### src/mic_pkg.sv
// Constants, types and field layout of the interrupt and indirect config slice
//----------------------------------------------------------------------------
// Operation
//----------------------------------------------------------------------------
package mic_pkg;

  //--------------------------------------------------------------------------
  // Widths
  //--------------------------------------------------------------------------
  localparam int MIC_DW_AW = 10; // Dword index across extended space

  //--------------------------------------------------------------------------
  // Byte offsets of the slice
  //--------------------------------------------------------------------------
  localparam logic [11:0] MIC_OFF_MSI_CTRL = 12'h0d0; // Capability and control
  localparam logic [11:0] MIC_OFF_LO_ADDR = 12'h0d4; // Lower message address
  localparam logic [11:0] MIC_OFF_UP_ADDR = 12'h0d8; // Upper message address
  localparam logic [11:0] MIC_OFF_PAYLOAD = 12'h0dc; // Message data
  localparam logic [11:0] MIC_OFF_SSC_HDR = 12'h0f0; // Subsystem cap header
  localparam logic [11:0] MIC_OFF_SSC_ID = 12'h0f4; // Subsystem codes
  localparam logic [11:0] MIC_OFF_POINTER = 12'h0f8; // Indirect pointer
  localparam logic [11:0] MIC_OFF_WINDOW = 12'h0fc; // Indirect data window

  //--------------------------------------------------------------------------
  // Field positions
  //--------------------------------------------------------------------------
  localparam int MIC_MSI_EN_BIT = 16; // Interrupt enable in control word
  localparam int MIC_MSI_A64_BIT = 23; // 64-bit capable flag
  localparam int MIC_NEXT_LSB = 8; // Next pointer field in headers
  localparam int MIC_LO_ADDR_LSB = 2; // Lower address field
  localparam int MIC_MODEL_LSB = 16; // Card model code field
  localparam int MIC_PTR_DW_LSB = 2; // Dword number in pointer
  localparam int MIC_PTR_PAGE_LSB = 8; // Page number in pointer

  //--------------------------------------------------------------------------
  // Reset and fixed values
  //--------------------------------------------------------------------------
  localparam logic [7:0] MIC_MSI_CAP_CODE = 8'h05; // Interrupt cap code
  localparam logic [7:0] MIC_SSC_CAP_CODE = 8'h0d; // Subsystem cap code
  localparam logic [7:0] MIC_RST_NEXT_PTR = 8'h00; // Last capability
  localparam logic [31:0] MIC_RST_UP_ADDR = 32'h0; // Upper address
  localparam logic [29:0] MIC_RST_LO_ADDR = 30'h0; // Lower address
  localparam logic [15:0] MIC_RST_PAYLOAD = 16'h0; // Message data
  localparam logic [15:0] MIC_RST_MAKER = 16'h0; // Card maker code
  localparam logic [15:0] MIC_RST_MODEL = 16'h0; // Card model code
  localparam logic [5:0] MIC_RST_DW = 6'h0; // Pointer dword
  localparam logic [3:0] MIC_RST_PAGE = 4'h0; // Pointer page

  //--------------------------------------------------------------------------
  // Types
  //--------------------------------------------------------------------------
  typedef enum logic [0:0] {
    MIC_IDLE = 1'b0, // Ready for a request
    MIC_EXT = 1'b1 // Waiting on outer config space
  } mic_state_e;

  // One configuration access, also used toward the outer config space
  typedef struct packed {
    logic valid; // One-cycle request strobe
    logic write; // 1 write, 0 read
    logic smbus; // Arrived over side-band SMBus
    logic unlocked; // Locked-write path open
    logic [MIC_DW_AW-1:0] dw_addr; // Dword index, page above dword
    logic [3:0] be; // Byte enables
    logic [31:0] wdata; // Write data
  } mic_cfg_req_s;

  // Answer to one access
  typedef struct packed {
    logic ack; // One-cycle answer strobe
    logic [31:0] rdata; // Read data
  } mic_cfg_rsp_s;

  // Interrupt memory write request
  typedef struct packed {
    logic valid; // Held until taken
    logic addr64; // 64-bit address form
    logic upstream; // Route out through the upstream port
    logic [63:0] addr; // Target address
    logic [31:0] data; // Write data
  } mic_msi_s;

endpackage : mic_pkg

### src/mic_cfg_regs.sv
// Interrupt address, subsystem codes and indirect config window of one port
`timescale 1ns/10ps
module mic_cfg_regs
  import mic_pkg::*;
(
  input wire logic clk, // 20 MHz config clock
  input wire logic resetn, // Async reset, active low
  input mic_pkg::mic_cfg_req_s cfg_req, // Config access, same clock
  output mic_pkg::mic_cfg_rsp_s cfg_rsp, // Answer, one per accepted request
  output mic_pkg::mic_cfg_req_s ext_req, // Indirect access outward
  input wire logic ext_ack, // Outer space answers
  input wire logic [31:0] ext_rdata, // Outer space read data
  input wire logic msi_trigger, // Interrupt event pulse
  input wire logic msi_ready, // Fabric takes message write
  output mic_pkg::mic_msi_s msi_out // Message write request
);
  import mic_pkg::*;

  //--------------------------------------------------------------------------
  // Local dword indexes
  //--------------------------------------------------------------------------
  localparam logic [MIC_DW_AW-1:0] IX_CTRL = MIC_OFF_MSI_CTRL[11:2];
  localparam logic [MIC_DW_AW-1:0] IX_LO = MIC_OFF_LO_ADDR[11:2];
  localparam logic [MIC_DW_AW-1:0] IX_UP = MIC_OFF_UP_ADDR[11:2];
  localparam logic [MIC_DW_AW-1:0] IX_DATA = MIC_OFF_PAYLOAD[11:2];
  localparam logic [MIC_DW_AW-1:0] IX_HDR = MIC_OFF_SSC_HDR[11:2];
  localparam logic [MIC_DW_AW-1:0] IX_ID = MIC_OFF_SSC_ID[11:2];
  localparam logic [MIC_DW_AW-1:0] IX_PTR = MIC_OFF_POINTER[11:2];
  localparam logic [MIC_DW_AW-1:0] IX_WIN = MIC_OFF_WINDOW[11:2];

  //--------------------------------------------------------------------------
  // State
  //--------------------------------------------------------------------------
  typedef struct packed {
    mic_state_e st; // Access sequencer
    logic msi_en; // Interrupt enable
    logic [29:0] lo_addr; // Lower dword address
    logic [31:0] up_addr; // Upper address
    logic [15:0] payload; // Message data
    logic [7:0] next_ptr; // Subsystem header next pointer
    logic [15:0] maker; // Card maker code
    logic [15:0] model; // Card model code
    logic [5:0] dw_idx; // Pointer dword number
    logic [3:0] page; // Pointer page number
    mic_cfg_rsp_s rsp; // Registered answer
    mic_cfg_req_s ext; // Registered outward access
  } mic_regs_s;

  mic_regs_s r_reg; // All state of the block except the message builder
  mic_regs_s r_next;
  logic [31:0] be_mask; // Bit mask from byte enables
  logic req_take; // Request accepted this cycle
  logic win_hit; // Request aimed at the data window
  logic [MIC_DW_AW-1:0] ptr_ix; // Dword index the pointer selects
  logic ptr_local; // Pointer selects a register of this slice

  //--------------------------------------------------------------------------
  // Byte enable mask
  //--------------------------------------------------------------------------
  // Same mask serves direct and window writes, so lanes pass unchanged
  for (genvar i = 0; i < 4; i++)
  begin : g_be
    assign be_mask[8*i +: 8] = {8{cfg_req.be[i]}};
  end

  //--------------------------------------------------------------------------
  // Decode
  //--------------------------------------------------------------------------
  assign req_take = (r_reg.st == MIC_IDLE) && cfg_req.valid;
  assign win_hit = (cfg_req.dw_addr == IX_WIN);
  assign ptr_ix = {r_reg.page, r_reg.dw_idx};
  assign ptr_local = is_local(ptr_ix);

  // True for any dword held in this slice
  function automatic logic is_local(input logic [MIC_DW_AW-1:0] ix);
    is_local = (ix == IX_CTRL) || (ix == IX_LO) || (ix == IX_UP) ||
      (ix == IX_DATA) || (ix == IX_HDR) || (ix == IX_ID) ||
      (ix == IX_PTR) || (ix == IX_WIN);
  endfunction : is_local

  //--------------------------------------------------------------------------
  // Register read view
  //--------------------------------------------------------------------------
  // Unmapped dwords and all reserved bits read as zero
  function automatic logic [31:0] read_local(
    input mic_regs_s s,
    input logic [MIC_DW_AW-1:0] ix
  );
    logic [31:0] v;
    v = 32'h0;
    if (ix == IX_CTRL)
    begin
      v[7:0] = MIC_MSI_CAP_CODE;
      v[MIC_MSI_EN_BIT] = s.msi_en;
      v[MIC_MSI_A64_BIT] = 1'b1;
    end
    else if (ix == IX_LO)
    begin
      v[31:MIC_LO_ADDR_LSB] = s.lo_addr;
    end
    else if (ix == IX_UP)
    begin
      v = s.up_addr;
    end
    else if (ix == IX_DATA)
    begin
      v[15:0] = s.payload;
    end
    else if (ix == IX_HDR)
    begin
      v[7:0] = MIC_SSC_CAP_CODE;
      v[MIC_NEXT_LSB +: 8] = s.next_ptr;
    end
    else if (ix == IX_ID)
    begin
      v[15:0] = s.maker;
      v[MIC_MODEL_LSB +: 16] = s.model;
    end
    else if (ix == IX_PTR)
    begin
      v[MIC_PTR_DW_LSB +: 6] = s.dw_idx;
      v[MIC_PTR_PAGE_LSB +: 4] = s.page;
    end
    read_local = v;
  endfunction : read_local

  //--------------------------------------------------------------------------
  // Register write path
  //--------------------------------------------------------------------------
  // Masked merge keeps unselected lanes; read-only bits are never stored
  function automatic mic_regs_s write_local(
    input mic_regs_s s,
    input logic [MIC_DW_AW-1:0] ix,
    input logic [31:0] d,
    input logic [31:0] m,
    input logic unl
  );
    logic [31:0] v;
    v = (read_local(s, ix) & ~m) | (d & m);
    if (ix == IX_CTRL)
    begin
      s.msi_en = v[MIC_MSI_EN_BIT];
    end
    else if (ix == IX_LO)
    begin
      s.lo_addr = v[31:MIC_LO_ADDR_LSB];
    end
    else if (ix == IX_UP)
    begin
      s.up_addr = v;
    end
    else if (ix == IX_DATA)
    begin
      s.payload = v[15:0];
    end
    else if (ix == IX_HDR)
    begin
      // Locked fields move only when the locked-write path is open
      if (unl)
      begin
        s.next_ptr = v[MIC_NEXT_LSB +: 8];
      end
    end
    else if (ix == IX_ID)
    begin
      if (unl)
      begin
        s.maker = v[15:0];
        s.model = v[MIC_MODEL_LSB +: 16];
      end
    end
    else if (ix == IX_PTR)
    begin
      s.dw_idx = v[MIC_PTR_DW_LSB +: 6];
      s.page = v[MIC_PTR_PAGE_LSB +: 4];
    end
    write_local = s;
  endfunction : write_local

  //--------------------------------------------------------------------------
  // Access sequencer
  //--------------------------------------------------------------------------
  // A request arriving while an outward access is pending is ignored;
  // the requester must wait for the answer before the next one
  always_comb
  begin
    r_next = r_reg;
    r_next.rsp.ack = 1'b0;
    r_next.ext.valid = 1'b0;
    case (r_reg.st)
      MIC_IDLE:
      begin
        if (req_take && !win_hit)
        begin
          // Direct access to a register of this slice
          r_next.rsp.rdata = read_local(r_reg, cfg_req.dw_addr);
          if (cfg_req.write)
          begin
            r_next = write_local(r_next, cfg_req.dw_addr, cfg_req.wdata,
              be_mask, cfg_req.unlocked);
          end
          r_next.rsp.ack = 1'b1;
        end
        else if (req_take && cfg_req.smbus)
        begin
          // Side-band window access: zero, nothing changes
          r_next.rsp.rdata = 32'h0;
          r_next.rsp.ack = 1'b1;
        end
        else if (req_take && (ptr_ix == IX_WIN))
        begin
          // Window pointing at itself: zero, write dropped
          r_next.rsp.rdata = 32'h0;
          r_next.rsp.ack = 1'b1;
        end
        else if (req_take && ptr_local)
        begin
          // Window onto this slice, pointer itself included
          r_next.rsp.rdata = read_local(r_reg, ptr_ix);
          if (cfg_req.write)
          begin
            r_next = write_local(r_next, ptr_ix, cfg_req.wdata,
              be_mask, cfg_req.unlocked);
          end
          r_next.rsp.ack = 1'b1;
        end
        else if (req_take)
        begin
          // Window onto the rest of the port's config space
          r_next.ext = cfg_req;
          r_next.ext.smbus = 1'b0;
          r_next.ext.dw_addr = ptr_ix;
          r_next.st = MIC_EXT;
        end
      end
      MIC_EXT:
      begin
        if (ext_ack)
        begin
          r_next.rsp.rdata = ext_rdata;
          r_next.rsp.ack = 1'b1;
          r_next.st = MIC_IDLE;
        end
      end
      default:
      begin
        r_next.st = MIC_IDLE;
      end
    endcase
  end

  //--------------------------------------------------------------------------
  // State register
  //--------------------------------------------------------------------------
  always_ff @(posedge clk or negedge resetn)
  begin
    if (!resetn)
    begin
      r_reg <= '0;
      r_reg.st <= MIC_IDLE;
      r_reg.lo_addr <= MIC_RST_LO_ADDR;
      r_reg.up_addr <= MIC_RST_UP_ADDR;
      r_reg.payload <= MIC_RST_PAYLOAD;
      r_reg.next_ptr <= MIC_RST_NEXT_PTR;
      r_reg.maker <= MIC_RST_MAKER;
      r_reg.model <= MIC_RST_MODEL;
      r_reg.dw_idx <= MIC_RST_DW;
      r_reg.page <= MIC_RST_PAGE;
    end
    else
    begin
      r_reg <= r_next;
    end
  end

  assign cfg_rsp = r_reg.rsp;
  assign ext_req = r_reg.ext;

  //--------------------------------------------------------------------------
  // Interrupt message builder
  //--------------------------------------------------------------------------
  mic_msi_gen u_msi_gen (
    .clk(clk),
    .resetn(resetn),
    .msi_trigger(msi_trigger),
    .msi_enable(r_reg.msi_en),
    .up_addr(r_reg.up_addr),
    .lo_addr(r_reg.lo_addr),
    .payload(r_reg.payload),
    .msi_ready(msi_ready),
    .msi_out(msi_out)
  );

  //--------------------------------------------------------------------------
  // Checks
  //--------------------------------------------------------------------------
  chk_smbus_window: assert property (@(posedge clk) disable iff (!resetn)
    req_take && win_hit && cfg_req.smbus |=> cfg_rsp.ack &&
    cfg_rsp.rdata == 32'h0 && $stable(r_reg.up_addr) &&
    $stable(r_reg.dw_idx) && $stable(r_reg.page) && !ext_req.valid)
    else $error("side-band window access had an effect");
  chk_window_self: assert property (@(posedge clk) disable iff (!resetn)
    req_take && win_hit && !cfg_req.smbus && ptr_ix == IX_WIN |=>
    cfg_rsp.ack && cfg_rsp.rdata == 32'h0 && !ext_req.valid)
    else $error("window on itself not zero");
  chk_pointer_self: assert property (@(posedge clk) disable iff (!resetn)
    req_take && win_hit && !cfg_req.smbus && cfg_req.write &&
    ptr_ix == IX_PTR && cfg_req.be == 4'hf |=>
    r_reg.dw_idx == $past(cfg_req.wdata[7:2]) &&
    r_reg.page == $past(cfg_req.wdata[11:8]))
    else $error("pointer not written through window");
  chk_pointer_read: assert property (@(posedge clk) disable iff (!resetn)
    req_take && !win_hit && cfg_req.dw_addr == IX_PTR |=>
    cfg_rsp.rdata[1:0] == 2'h0 && cfg_rsp.rdata[31:12] == 20'h0)
    else $error("pointer reserved bits not zero");
  chk_cap_code: assert property (@(posedge clk) disable iff (!resetn)
    req_take && !win_hit && cfg_req.dw_addr == IX_HDR |=>
    cfg_rsp.ack && cfg_rsp.rdata[7:0] == MIC_SSC_CAP_CODE &&
    cfg_rsp.rdata[31:16] == 16'h0)
    else $error("capability header wrong");
  chk_lock_guard: assert property (@(posedge clk) disable iff (!resetn)
    req_take && !win_hit && cfg_req.write && !cfg_req.unlocked &&
    cfg_req.dw_addr == IX_ID |=> $stable(r_reg.maker) &&
    $stable(r_reg.model) && $stable(r_reg.next_ptr))
    else $error("locked field written without unlock");
  chk_ext_forward: assert property (@(posedge clk) disable iff (!resetn)
    req_take && win_hit && !cfg_req.smbus && !ptr_local |=>
    ext_req.valid && ext_req.dw_addr == $past(ptr_ix) &&
    ext_req.be == $past(cfg_req.be) && r_reg.st == MIC_EXT)
    else $error("indirect access not forwarded");
  chk_ext_answer: assert property (@(posedge clk) disable iff (!resetn)
    r_reg.st == MIC_EXT && ext_ack |=> cfg_rsp.ack &&
    cfg_rsp.rdata == $past(ext_rdata))
    else $error("indirect read data lost");
  chk_direct_ack: assert property (@(posedge clk) disable iff (!resetn)
    req_take && !win_hit && cfg_req.dw_addr == IX_DATA |=>
    cfg_rsp.ack && cfg_rsp.rdata[31:16] == 16'h0)
    else $error("direct access answer wrong");

endmodule : mic_cfg_regs

### src/mic_msi_gen.sv
// Interrupt memory write builder for one switch port
`timescale 1ns/10ps
module mic_msi_gen
  import mic_pkg::*;
(
  input wire logic clk, // 20 MHz config clock
  input wire logic resetn, // Async reset, active low
  input wire logic msi_trigger, // One-cycle interrupt event
  input wire logic msi_enable, // Enable bit of control word
  input wire logic [31:0] up_addr, // Upper message address
  input wire logic [29:0] lo_addr, // Lower dword address
  input wire logic [15:0] payload, // Message data
  input wire logic msi_ready, // Fabric takes the write
  output mic_pkg::mic_msi_s msi_out // Registered request
);
  import mic_pkg::*;

  mic_msi_s r_reg; // Whole state
  mic_msi_s r_next;
  logic take; // New event accepted

  //--------------------------------------------------------------------------
  // Next state
  //--------------------------------------------------------------------------
  // An event while a write is pending is dropped, not queued, unless msi_ready takes the write in that cycle
  assign take = msi_trigger && msi_enable && (!r_reg.valid || msi_ready);

  always_comb
  begin
    r_next = r_reg;
    // Retire a taken write
    if (r_reg.valid && msi_ready)
    begin
      r_next.valid = 1'b0;
    end
    if (take)
    begin
      r_next.valid = 1'b1;
      r_next.upstream = 1'b1;
      r_next.data = {16'h0, payload};
      if (|up_addr)
      begin
        r_next.addr64 = 1'b1;
        r_next.addr = {up_addr, lo_addr, 2'h0};
      end
      else
      begin
        r_next.addr64 = 1'b0;
        r_next.addr = {32'h0, lo_addr, 2'h0};
      end
    end
  end

  //--------------------------------------------------------------------------
  // State register
  //--------------------------------------------------------------------------
  always_ff @(posedge clk or negedge resetn)
  begin
    if (!resetn)
    begin
      r_reg <= '0;
    end
    else
    begin
      r_reg <= r_next;
    end
  end

  assign msi_out = r_reg;

  //--------------------------------------------------------------------------
  // Checks
  //--------------------------------------------------------------------------
  chk_wide_addr: assert property (@(posedge clk) disable iff (!resetn)
    take && (up_addr != 32'h0) |=> msi_out.valid && msi_out.addr64 &&
    msi_out.addr == {$past(up_addr), $past(lo_addr), 2'h0})
    else $error("64-bit message address wrong");
  chk_narrow_addr: assert property (@(posedge clk) disable iff (!resetn)
    take && (up_addr == 32'h0) |=> !msi_out.addr64 &&
    msi_out.addr == {32'h0, $past(lo_addr), 2'h0})
    else $error("32-bit message address wrong");
  chk_enable_gate: assert property (@(posedge clk) disable iff (!resetn)
    !msi_out.valid && !msi_enable |=> !msi_out.valid)
    else $error("message write while disabled");
  chk_payload_low: assert property (@(posedge clk) disable iff (!resetn)
    take |=> msi_out.data == {16'h0, $past(payload)})
    else $error("message data wrong");
  chk_route_up: assert property (@(posedge clk) disable iff (!resetn)
    msi_out.valid |-> msi_out.upstream)
    else $error("message not routed upstream");
  chk_hold_req: assert property (@(posedge clk) disable iff (!resetn)
    msi_out.valid && !msi_ready |=> msi_out.valid && $stable(msi_out.addr)
    && msi_out.addr[1:0] == 2'h0)
    else $error("pending message changed");

endmodule : mic_msi_gen

### config.mk
export PLATFORM = sky130hd
export DESIGN_NAME = mic_cfg_regs
export DESIGN_NICKNAME = d
export VERILOG_FILES = /design/src/mic_pkg.sv /design/src/mic_cfg_regs.sv /design/src/mic_msi_gen.sv
export SDC_FILE = /design/constraint.sdc
export NUM_CORES = 1
export LEC_CHECK = 0
export BUFFER_PORTS_ARGS = -buffer_cell sky130_fd_sc_hd__buf_2
export CAP_MARGIN = 20
export CORE_MARGIN = 10
export CORE_UTILIZATION = 60
export DETAILED_ROUTE_END_ITERATION = 10
export PLACE_DENSITY = 0.86
export SYNTH_ARGS = -nofsm -noshare
export SYNTH_HDL_FRONTEND = slang
export SYNTH_SLANG_ARGS = --single-unit
### constraint.sdc
create_clock -name clk -period 4.6 [get_ports clk]
set_input_delay 0.46 -clock clk [delete_from_list [all_inputs] [get_ports clk]]
set_output_delay 0.46 -clock clk [all_outputs]
set_load 0.01 [all_outputs]
==> summary.md, run 1 <==
| Metric | Value |
|---|---|
| DR vias/cell | `6.61` |
| Max-slew violations | `0` |
| Slew HR | `0.317` |
| Largest net degree at the start of global routing | `around 120` |
| Final-report hold violation count | `27` |
| Crit path max-delay family | `simple AND/OR/NAND/NOR gates` |
| Mapped Cells | `1472` |
| Setup WS pre-CTS | `1100 ps` |
| Status | `complete, but fails checks` |
| Average cell area after synthesis | `10.3 µm²` |
| VDD IR-drop max | `0.000269 V` |
| Die H | `179 µm` |
| Post-synthesis cell type count | `75` |
| Total gr overflow | `0` |
| Total power | `5.82 mW` |
| Total track usage | `0.299` |
| Drt total wl | `around 49 mm` |
| Peak Freq | `0.282 GHz` |
| Pin slew with the least headroom to its limit | `999 ps` |
| Detailed-route DRC error count | `0` |
| CP arrival | `approximately 4000 ps` |
| Drt pass-1 iters | `9` |
| Worst path required time | `5050 ps` |
| Cell Chain, Critical Path | `nor3b_2 -> and4_1 -> nand2_2 -> a2111oi_4 -> buf_12 -> mux2_2` |
| Asr flop ratio synth | `1.00` |
| Area delta synth->final | `12.7%` |
| Final worst path period share | `0.771` |
| CTS buffer count | `29` |
| GPL Wtd Cong | `1.05` |
| Nets | `about 1700` |
| Logic pwr share | `0.090` |
| Leakage | `8.38 nW` |
| H-tree depth | `1` |
| Vias in the first global route | `12800` |
| Failing checks | `hold timing` |
| Unrepaired setup endpoints after global routing | `no` |
| ANT nets after route | `0` |
| Non-filler cells, final | `1948` |
| Hold_ws | `-49.7 ps` |
| I/O Buffers | `between 200 and 250` |
| Routed length per instance | `25.3 µm` |
| DP HPWL | `35.1 mm` |
| Vias | `12900` |
| Share of power burned in registers | `0.466` |
| Critical Path Max Stage Delay | `approximately 930 ps` |
| Initial antenna violation count | `2` |
| Cells resized by post-CTS repair | `0` |
| Worst-path maximum fanout | `32` |
| NetSw | `1.41 mW` |
| Worst path bufs/invs | `1` |
| Final Skew | `13.3 ps` |
| Setup Fix Bufs, Post-CTS | `0` |
| Number of flip-flops in the largest register | `120` |
| Final instance area | `~17000 µm²` |
| Clk buf depth | `3` |
| Clk sinks | `293` |
| Iteration-0 DRC Markers | `1881` |
| Main synth FF type | `dfrtp_1` |
| Max-cap violations | `0` |
| Synthesized area | `approximately 15000 µm²` |
| Power Internal | `4.41 mW` |
| Standard-cell rows | `58` |
| Pwr dens | `341 nW/µm²` |
| Setup crit start kind | `flip-flop` |
| Setup TNS | `0 ps` |
| First-pass GRT wire length | `74.8 mm` |
| Post-CTS Hold Buffers | `0` |
| Die W | `about 180 µm` |
| Seq cells post-synth | `293` |
| Critical path capture point type | `flip-flop` |
| Yosys warning total | `0` |
| Tmin final | `between 3000 and 4000 ps` |
| Seq/Total Area, Yosys | `0.485` |
| Worst-Skew Late Latency | `570 ps` |
| Post-synth EDFFs | `0` |
| Die area | `32000 µm²` |
| Kind of critical path | `reg2reg` |
| Placed cell count | `1893` |
| CP max stage cell | `and4_1` |
| Count of final setup violators | `0` |
| CTS root buf | `clkbuf_16` |
| HP Class | `in2async` |
| Core area | `25000 µm²` |
| Final worst slack | `1050 ps` |
| Clock power frac | `0.445` |
| Initial Util | `0.606` |
| Share of layout cells above drive strength 1 | `0.297` |
| CTS tree | `yes` |
| I/O pins | `269` |
| Net Sw Frac | `0.242` |
| Worst-path clk slew | `60 ps` |
| Dpl cell area | `16000 µm²` |
## cells in the final DEF, fill, tap and decap left out, types with 34 or more instances in the layout
cell type  instances
a21oi_1           90
a22o_1            34
a22oi_1           42
buf_2            248
dfrtp_1          291
inv_1             59
mux2_2           110
mux2i_1           53
nand2_1           85
nand3_1           35
nor2_1            91
o21ai_0           60
## synth_stat cells (10+ instances only)
cell	n	area, µm²
nor2_1	92	345
clkbuf_1	83	312
a21oi_1	91	455
o22ai_1	18	113
buf_1	10	37.5
o21a_1	15	113
nor2b_1	20	125
inv_1	59	221
mux2i_1	53	531
a22o_1	34	298
nor4_1	13	81.3
o2bb2ai_1	14	123
a2bb2oi_1	15	131
mux2_2	110	1240
a22oi_1	42	315
buf_4	102	766
a221o_1	10	100
o21ai_0	60	300
nand2b_1	21	131
o221ai_1	13	114
dfrtp_1	293	7330
nand2_1	86	323
a31oi_1	31	194
nand3_1	36	180
## through the flow
stage / util / hold slack, ps
2_1_floorplan: - / 164
3_3_place_gp: 0.640 / 444
3_5_place_dp: 0.640 / 464
4_1_cts: 0.682 / 2.07
5_1_grt: 0.683 / 26.1
6_report: 0.683 / -49.7
## layer usage
layer	up-vias	global-route usage	wire length, µm
met2	902	0.480	22900
met5	-	0	12
met1	6393	0.391	19100
met4	2	0.107	1670
li1	5449	-	-
met3	126	0.0678	5660
## area by class of cell
cell class                 count  area, µm²
clock inverter                 9        190
sequential                   293       7330
inverter                      60        225
tap                          330        413
timing repair buffer         281       1540
fill                        1899       7920
multi-input combinational    930       6480
antenna                        1       2.50
clock buffer                  44        862
## final timing paths
kind / start / endpoint / slack [ps] / cells past startpoint
worst max-delay path: ptr_ix[8]$_DFFE_PN0P_ / r_reg[117]$_DFFE_PN0P_ / 1050 / 6
worst min-delay path: resetn / cfg_rsp[26]$_DFFE_PN0P_ / -50 / 1
worst max register to register: ptr_ix[8]$_DFFE_PN0P_ / r_reg[117]$_DFFE_PN0P_ / 1050 / 6
worst min register to register: u_msi_gen.msi_out[97]$_DFFE_PN0P_ / u_msi_gen.msi_out[97]$_DFFE_PN0P_ / 480 / 1
max in group asynchronous: resetn / u_msi_gen.msi_out[75]$_DFFE_PN0P_ / 3500 / 2
min in group clk: ext_rdata[14] / cfg_rsp[14]$_DFFE_PN0P_ / 130 / 2
## power groups by stage
stage                     Sequential [mW]  Combinational (mW)  Clock [mW]
final                                2.71               0.522        2.59
after detailed placement             2.75               0.518           0
after global placement               2.75               0.507           0
after CTS                            2.71               0.522        2.61
after floorplan                      2.77               0.268           0
after global routing                 2.72               0.573        2.71
## cells by family (layout without fill, tap and decap cells)
kind of cell	after synthesis	in the layout	share of synthesized area
AOI/OAI and AO/OA	413	413	0.191
buffers and inverters	267	394	0.0938
DFF	293	293	0.485
muxes	168	168	0.122
other	1	20	0.000248
and+or+nand+nor	330	330	0.108
(Power assumes the default switching activity.)
==> run 2, diff against run 1 <==
--- a/config.mk
+++ b/config.mk
@@ -5,12 +5,13 @@
 export SDC_FILE = /design/constraint.sdc
 export NUM_CORES = 1
 export LEC_CHECK = 0
+export ABC_AREA = 1
 export BUFFER_PORTS_ARGS = -buffer_cell sky130_fd_sc_hd__buf_2
 export CAP_MARGIN = 20
 export CORE_MARGIN = 10
-export CORE_UTILIZATION = 60
+export CORE_UTILIZATION = 57
 export DETAILED_ROUTE_END_ITERATION = 10
-export PLACE_DENSITY = 0.86
+export PLACE_DENSITY = 0.82
 export SYNTH_ARGS = -nofsm -noshare
 export SYNTH_HDL_FRONTEND = slang
 export SYNTH_SLANG_ARGS = --single-unit
==> constraint.sdc (replaced) <==
create_clock -name clk -period 3.3 [get_ports clk]
set_input_delay 0.33 -clock clk [delete_from_list [all_inputs] [get_ports clk]]
set_output_delay 0.33 -clock clk [all_outputs]
set_load 0.01 [all_outputs]
==> run 2 against run 1 <==
The run now ends clean; synthesized area up 6.5%; cell count rose by 40%; clock power rose by 37%; combinational power grew to 3.6 times the previous value; largest power group unchanged.
==> summary.md, run 2 <==
| Metric | Value |
|---|---|
| Seq/Total Area, Yosys | `0.455 (was 0.485)` |
| Kind of critical path | `reg2reg (unchanged)` |
| Detailed-route DRC error count | `0 (unchanged)` |
| Total track usage | `0.312 (was 0.299)` |
| Final worst slack | `392 ps (was 1050 ps)` |
| VDD IR-drop max | `0.000368 V (was 0.000269 V)` |
| Iteration-0 DRC Markers | `2196 (was 1881)` |
| Yosys warning total | `0 (unchanged)` |
| Count leader, synth | `nand2_1 (was dfrtp_1)` |
| Die W | `188 µm (was 179 µm)` |
| Synth area leaders | `dfrtp_1, nand2_1, buf_4, nand3_1, o21ai_0 (was dfrtp_1, mux2_2, buf_4, mux2i_1, a21oi_1)` |
| DR vias/cell | `5.75 (was 6.61)` |
| Max-slew violations | `0 (unchanged)` |
| Drt pass-1 iters | `9 (unchanged)` |
| Leakage | `9.61 nW (was 8.38 nW)` |
| Worst path bufs/invs | `1 (unchanged)` |
| Critical path capture point type | `flip-flop (unchanged)` |
| Die area | `35400 µm² (was 32000 µm²)` |
| Critical Path Max Stage Delay | `430 ps (was 930 ps)` |
| Routed length per instance | `20.8 µm (was 25.3 µm)` |
| Asr flop ratio synth | `1.00 (unchanged)` |
| Total gr overflow | `0 (unchanged)` |
| Main synth FF type | `dfrtp_1 (unchanged)` |
| Final-report hold violation count | `0 (was 27)` |
| Filler instances | `2441 (was 1899)` |
| Vias in the first global route | `14600 (was 12800)` |
| I/O pins | `269 (unchanged)` |
| Largest net degree at the start of global routing | `87 (was 116)` |
| ANT nets after route | `0 (unchanged)` |
| Initial Util | `0.578 (was 0.606)` |
| Share of layout cells above drive strength 1 | `0.176 (was 0.297)` |
| Final worst path period share | `0.881 (was 0.771)` |
| DP HPWL | `41.9 mm (was 35.1 mm)` |
| Unrepaired setup endpoints after global routing | `no (unchanged)` |
| Post-synthesis cell type count | `37 (was 75)` |
| Hold_ws | `18.6 ps (was -49.7 ps)` |
| Commonest non-fill, non-tap cell in the layout | `nand2_1 (was dfrtp_1)` |
| HP Class | `in2reg (was in2async)` |
| Pin slew with the least headroom to its limit | `849 ps (was 999 ps)` |
| Share of the synthesized area in the top cell type | `0.455 (was 0.485)` |
| First-pass GRT wire length | `88.0 mm (was 74.8 mm)` |
| Vias | `15700 (was 12900)` |
| Final instance area | `18100 µm² (was 17000 µm²)` |
| Clk buf depth | `3 (unchanged)` |
| Seq cells post-synth | `293 (unchanged)` |
| Worst-path clk slew | `60 ps (about the same)` |
| Final Skew | `18.7 ps (was 13.3 ps)` |
| Max-cap violations | `0 (unchanged)` |
| Cell Chain, Critical Path | `nor2_2 -> nand3_1 -> nor2_1 -> buf_4 -> nor2_2 -> nand3_2 -> nand4_4 -> nor2_1 -> nand2_1 -> nand3_1 -> nand2_1 -> o21ai_1 (was nor3b_2 -> and4_1 -> nand2_2 -> a2111oi_4 -> buf_12 -> mux2_2)` |
| Count of final setup violators | `0 (unchanged)` |
| Setup WS pre-CTS | `464 ps (was 1100 ps)` |
| Worst-path maximum fanout | `28 (was 32)` |
| CTS buffer count | `31 (was 29)` |
| Slew HR | `0.433 (was 0.317)` |
| H-tree depth | `1 (unchanged)` |
| Worst-Skew Late Latency | `570 ps (about the same)` |
| CP max stage cell | `dfrtp_1 (was and4_1)` |
| Most frequent cells in the layout | `nand2_1, dfrtp_1, buf_2 (was dfrtp_1, buf_2, mux2_2)` |
| Die H | `188 µm (was 179 µm)` |
| Cells resized by post-CTS repair | `0 (unchanged)` |
| Crit path max-delay family | `simple AND/OR/NAND/NOR gates (unchanged)` |
| Final core utilization | `0.648 (was 0.683)` |
| Tmin final | `2910 ps (was 3550 ps)` |
| CTS tree | `yes (unchanged)` |
| Initial antenna violation count | `0 (was 2)` |
| Area delta synth->final | `12.1% (was 12.7%)` |
| Dpl cell area | `17000 µm² (was 16000 µm²)` |
| Standard-cell rows | `61 (was 58)` |
| Post-synth EDFFs | `0 (unchanged)` |
| Nets | `2417 (was 1682)` |
| Setup TNS | `0 ps (unchanged)` |
| I/O Buffers | `249 (unchanged)` |
| Synthesized area | `16100 µm² (was 15100 µm²)` |
| Post-synth top cells | `nand2_1, dfrtp_1, nand3_1, inv_1, nor2_1 (was dfrtp_1, mux2_2, buf_4, nor2_1, a21oi_1)` |
| Mapped Cells | `2193 (was 1472)` |
| Cell type with the largest total area after synthesis | `dfrtp_1 (unchanged)` |
| Status | `finished, final reports clean (was complete, but fails checks)` |
| Peak Freq | `0.344 GHz (was 0.282 GHz)` |
| Pwr dens | `541 nW/µm² (was 341 nW/µm²)` |
| Average cell area after synthesis | `7.34 µm² (was 10.3 µm²)` |
| Setup Fix Bufs, Post-CTS | `0 (unchanged)` |
| Number of flip-flops in the largest register | `120 (unchanged)` |
| CTS root buf | `clkbuf_16 (unchanged)` |
| CP arrival | `3380 ps (was 4000 ps)` |
| Clk sinks | `293 (unchanged)` |
| Core area | `27900 µm² (was 25000 µm²)` |
| Setup crit start kind | `flip-flop (unchanged)` |
| Post-CTS Hold Buffers | `1 (was 0)` |
| Drt total wl | `56.8 mm (was 49.3 mm)` |
| GPL Wtd Cong | `0.985 (was 1.05)` |
| Worst path required time | `3770 ps (was 5050 ps)` |
[run 2: cell type report]
cell class / count / area (µm²) / share of cell area
well taps: 378 / 473 / 0.0262
clock buffers: 48 / 930 / 0.0515
flip-flops and latches: 293 / 7330 / 0.406
diodes: 1 / 2.50 / 0.000139
multi-input cells: 1556 / 7010 / 0.388
inverters: 157 / 589 / 0.0326
clock inverters: 7 / 93.8 / 0.00520
repair buffers: 291 / 1620 / 0.0900
[run 2: through the flow]
stage               instances  total power, mW
finish                   2731             9.77
global route             2730             10.2
CTS                      2730             9.77
detailed placement       2674             6.26
global placement         2674             6.21
floorplan                2211             5.60
[run 2: worst reg2reg max path: stages (launching register included)]
cell and delay (ps):
dfrtp_1 430, nor2_2 270, nand3_1 160, nor2_1 180, buf_4 240, nor2_2 120, nand3_2 130, nand4_4 390
nor2_1 400, nand2_1 90, nand3_1 220, nand2_1 100, o21ai_1 100
[run 2: per-layer routing]
layer | global-route usage | part of all wire
met1 | 0.476 | 0.44
met2 | 0.434 | 0.41
met3 | 0.0892 | 0.14
met4 | 0.0508 | 0.014
met5 | 0 | 0
[run 2: power by group]
part           switching, mW  total (mW)  internal [mW]
registers              0.317        4.37           4.05
logic                   1.25        1.86          0.604
clock network           1.46        3.54           2.08
[run 2: cells by family (layout without fill, tap and decap cells)]
| kind of cell | after synthesis | count (layout) | share of synthesized area |
|---|---|---|---|
| DFF | 293 | 293 | 0.455 |
| AOI/OAI and AO/OA | 311 | 311 | 0.110 |
| and+or+nand+nor | 1226 | 1226 | 0.320 |
| buffers and inverters | 362 | 503 | 0.115 |
| other | 1 | 20 | 0.000233 |
[run 2: final timing paths]
path | cells past startpoint | slack (ps) | from | end
worst max-delay path | 12 | 390 | ptr_ix[6]$_DFFE_PN0P_ | r_reg[180]$_DFFE_PN0P_
worst min-delay path | 3 | 20 | cfg_req[11] | ext_req[11]$_DFFE_PN0P_
worst max register to register | 12 | 390 | ptr_ix[6]$_DFFE_PN0P_ | r_reg[180]$_DFFE_PN0P_
worst min register to register | 1 | 470 | u_msi_gen.msi_out[96]$_DFFE_PN0P_ | u_msi_gen.msi_out[96]$_DFFE_PN0P_
max in group asynchronous | 3 | 2030 | resetn | u_msi_gen.msi_out[42]$_DFFE_PN0P_
min in group asynchronous | 2 | 380 | resetn | u_msi_gen.msi_out[5]$_DFFE_PN0P_
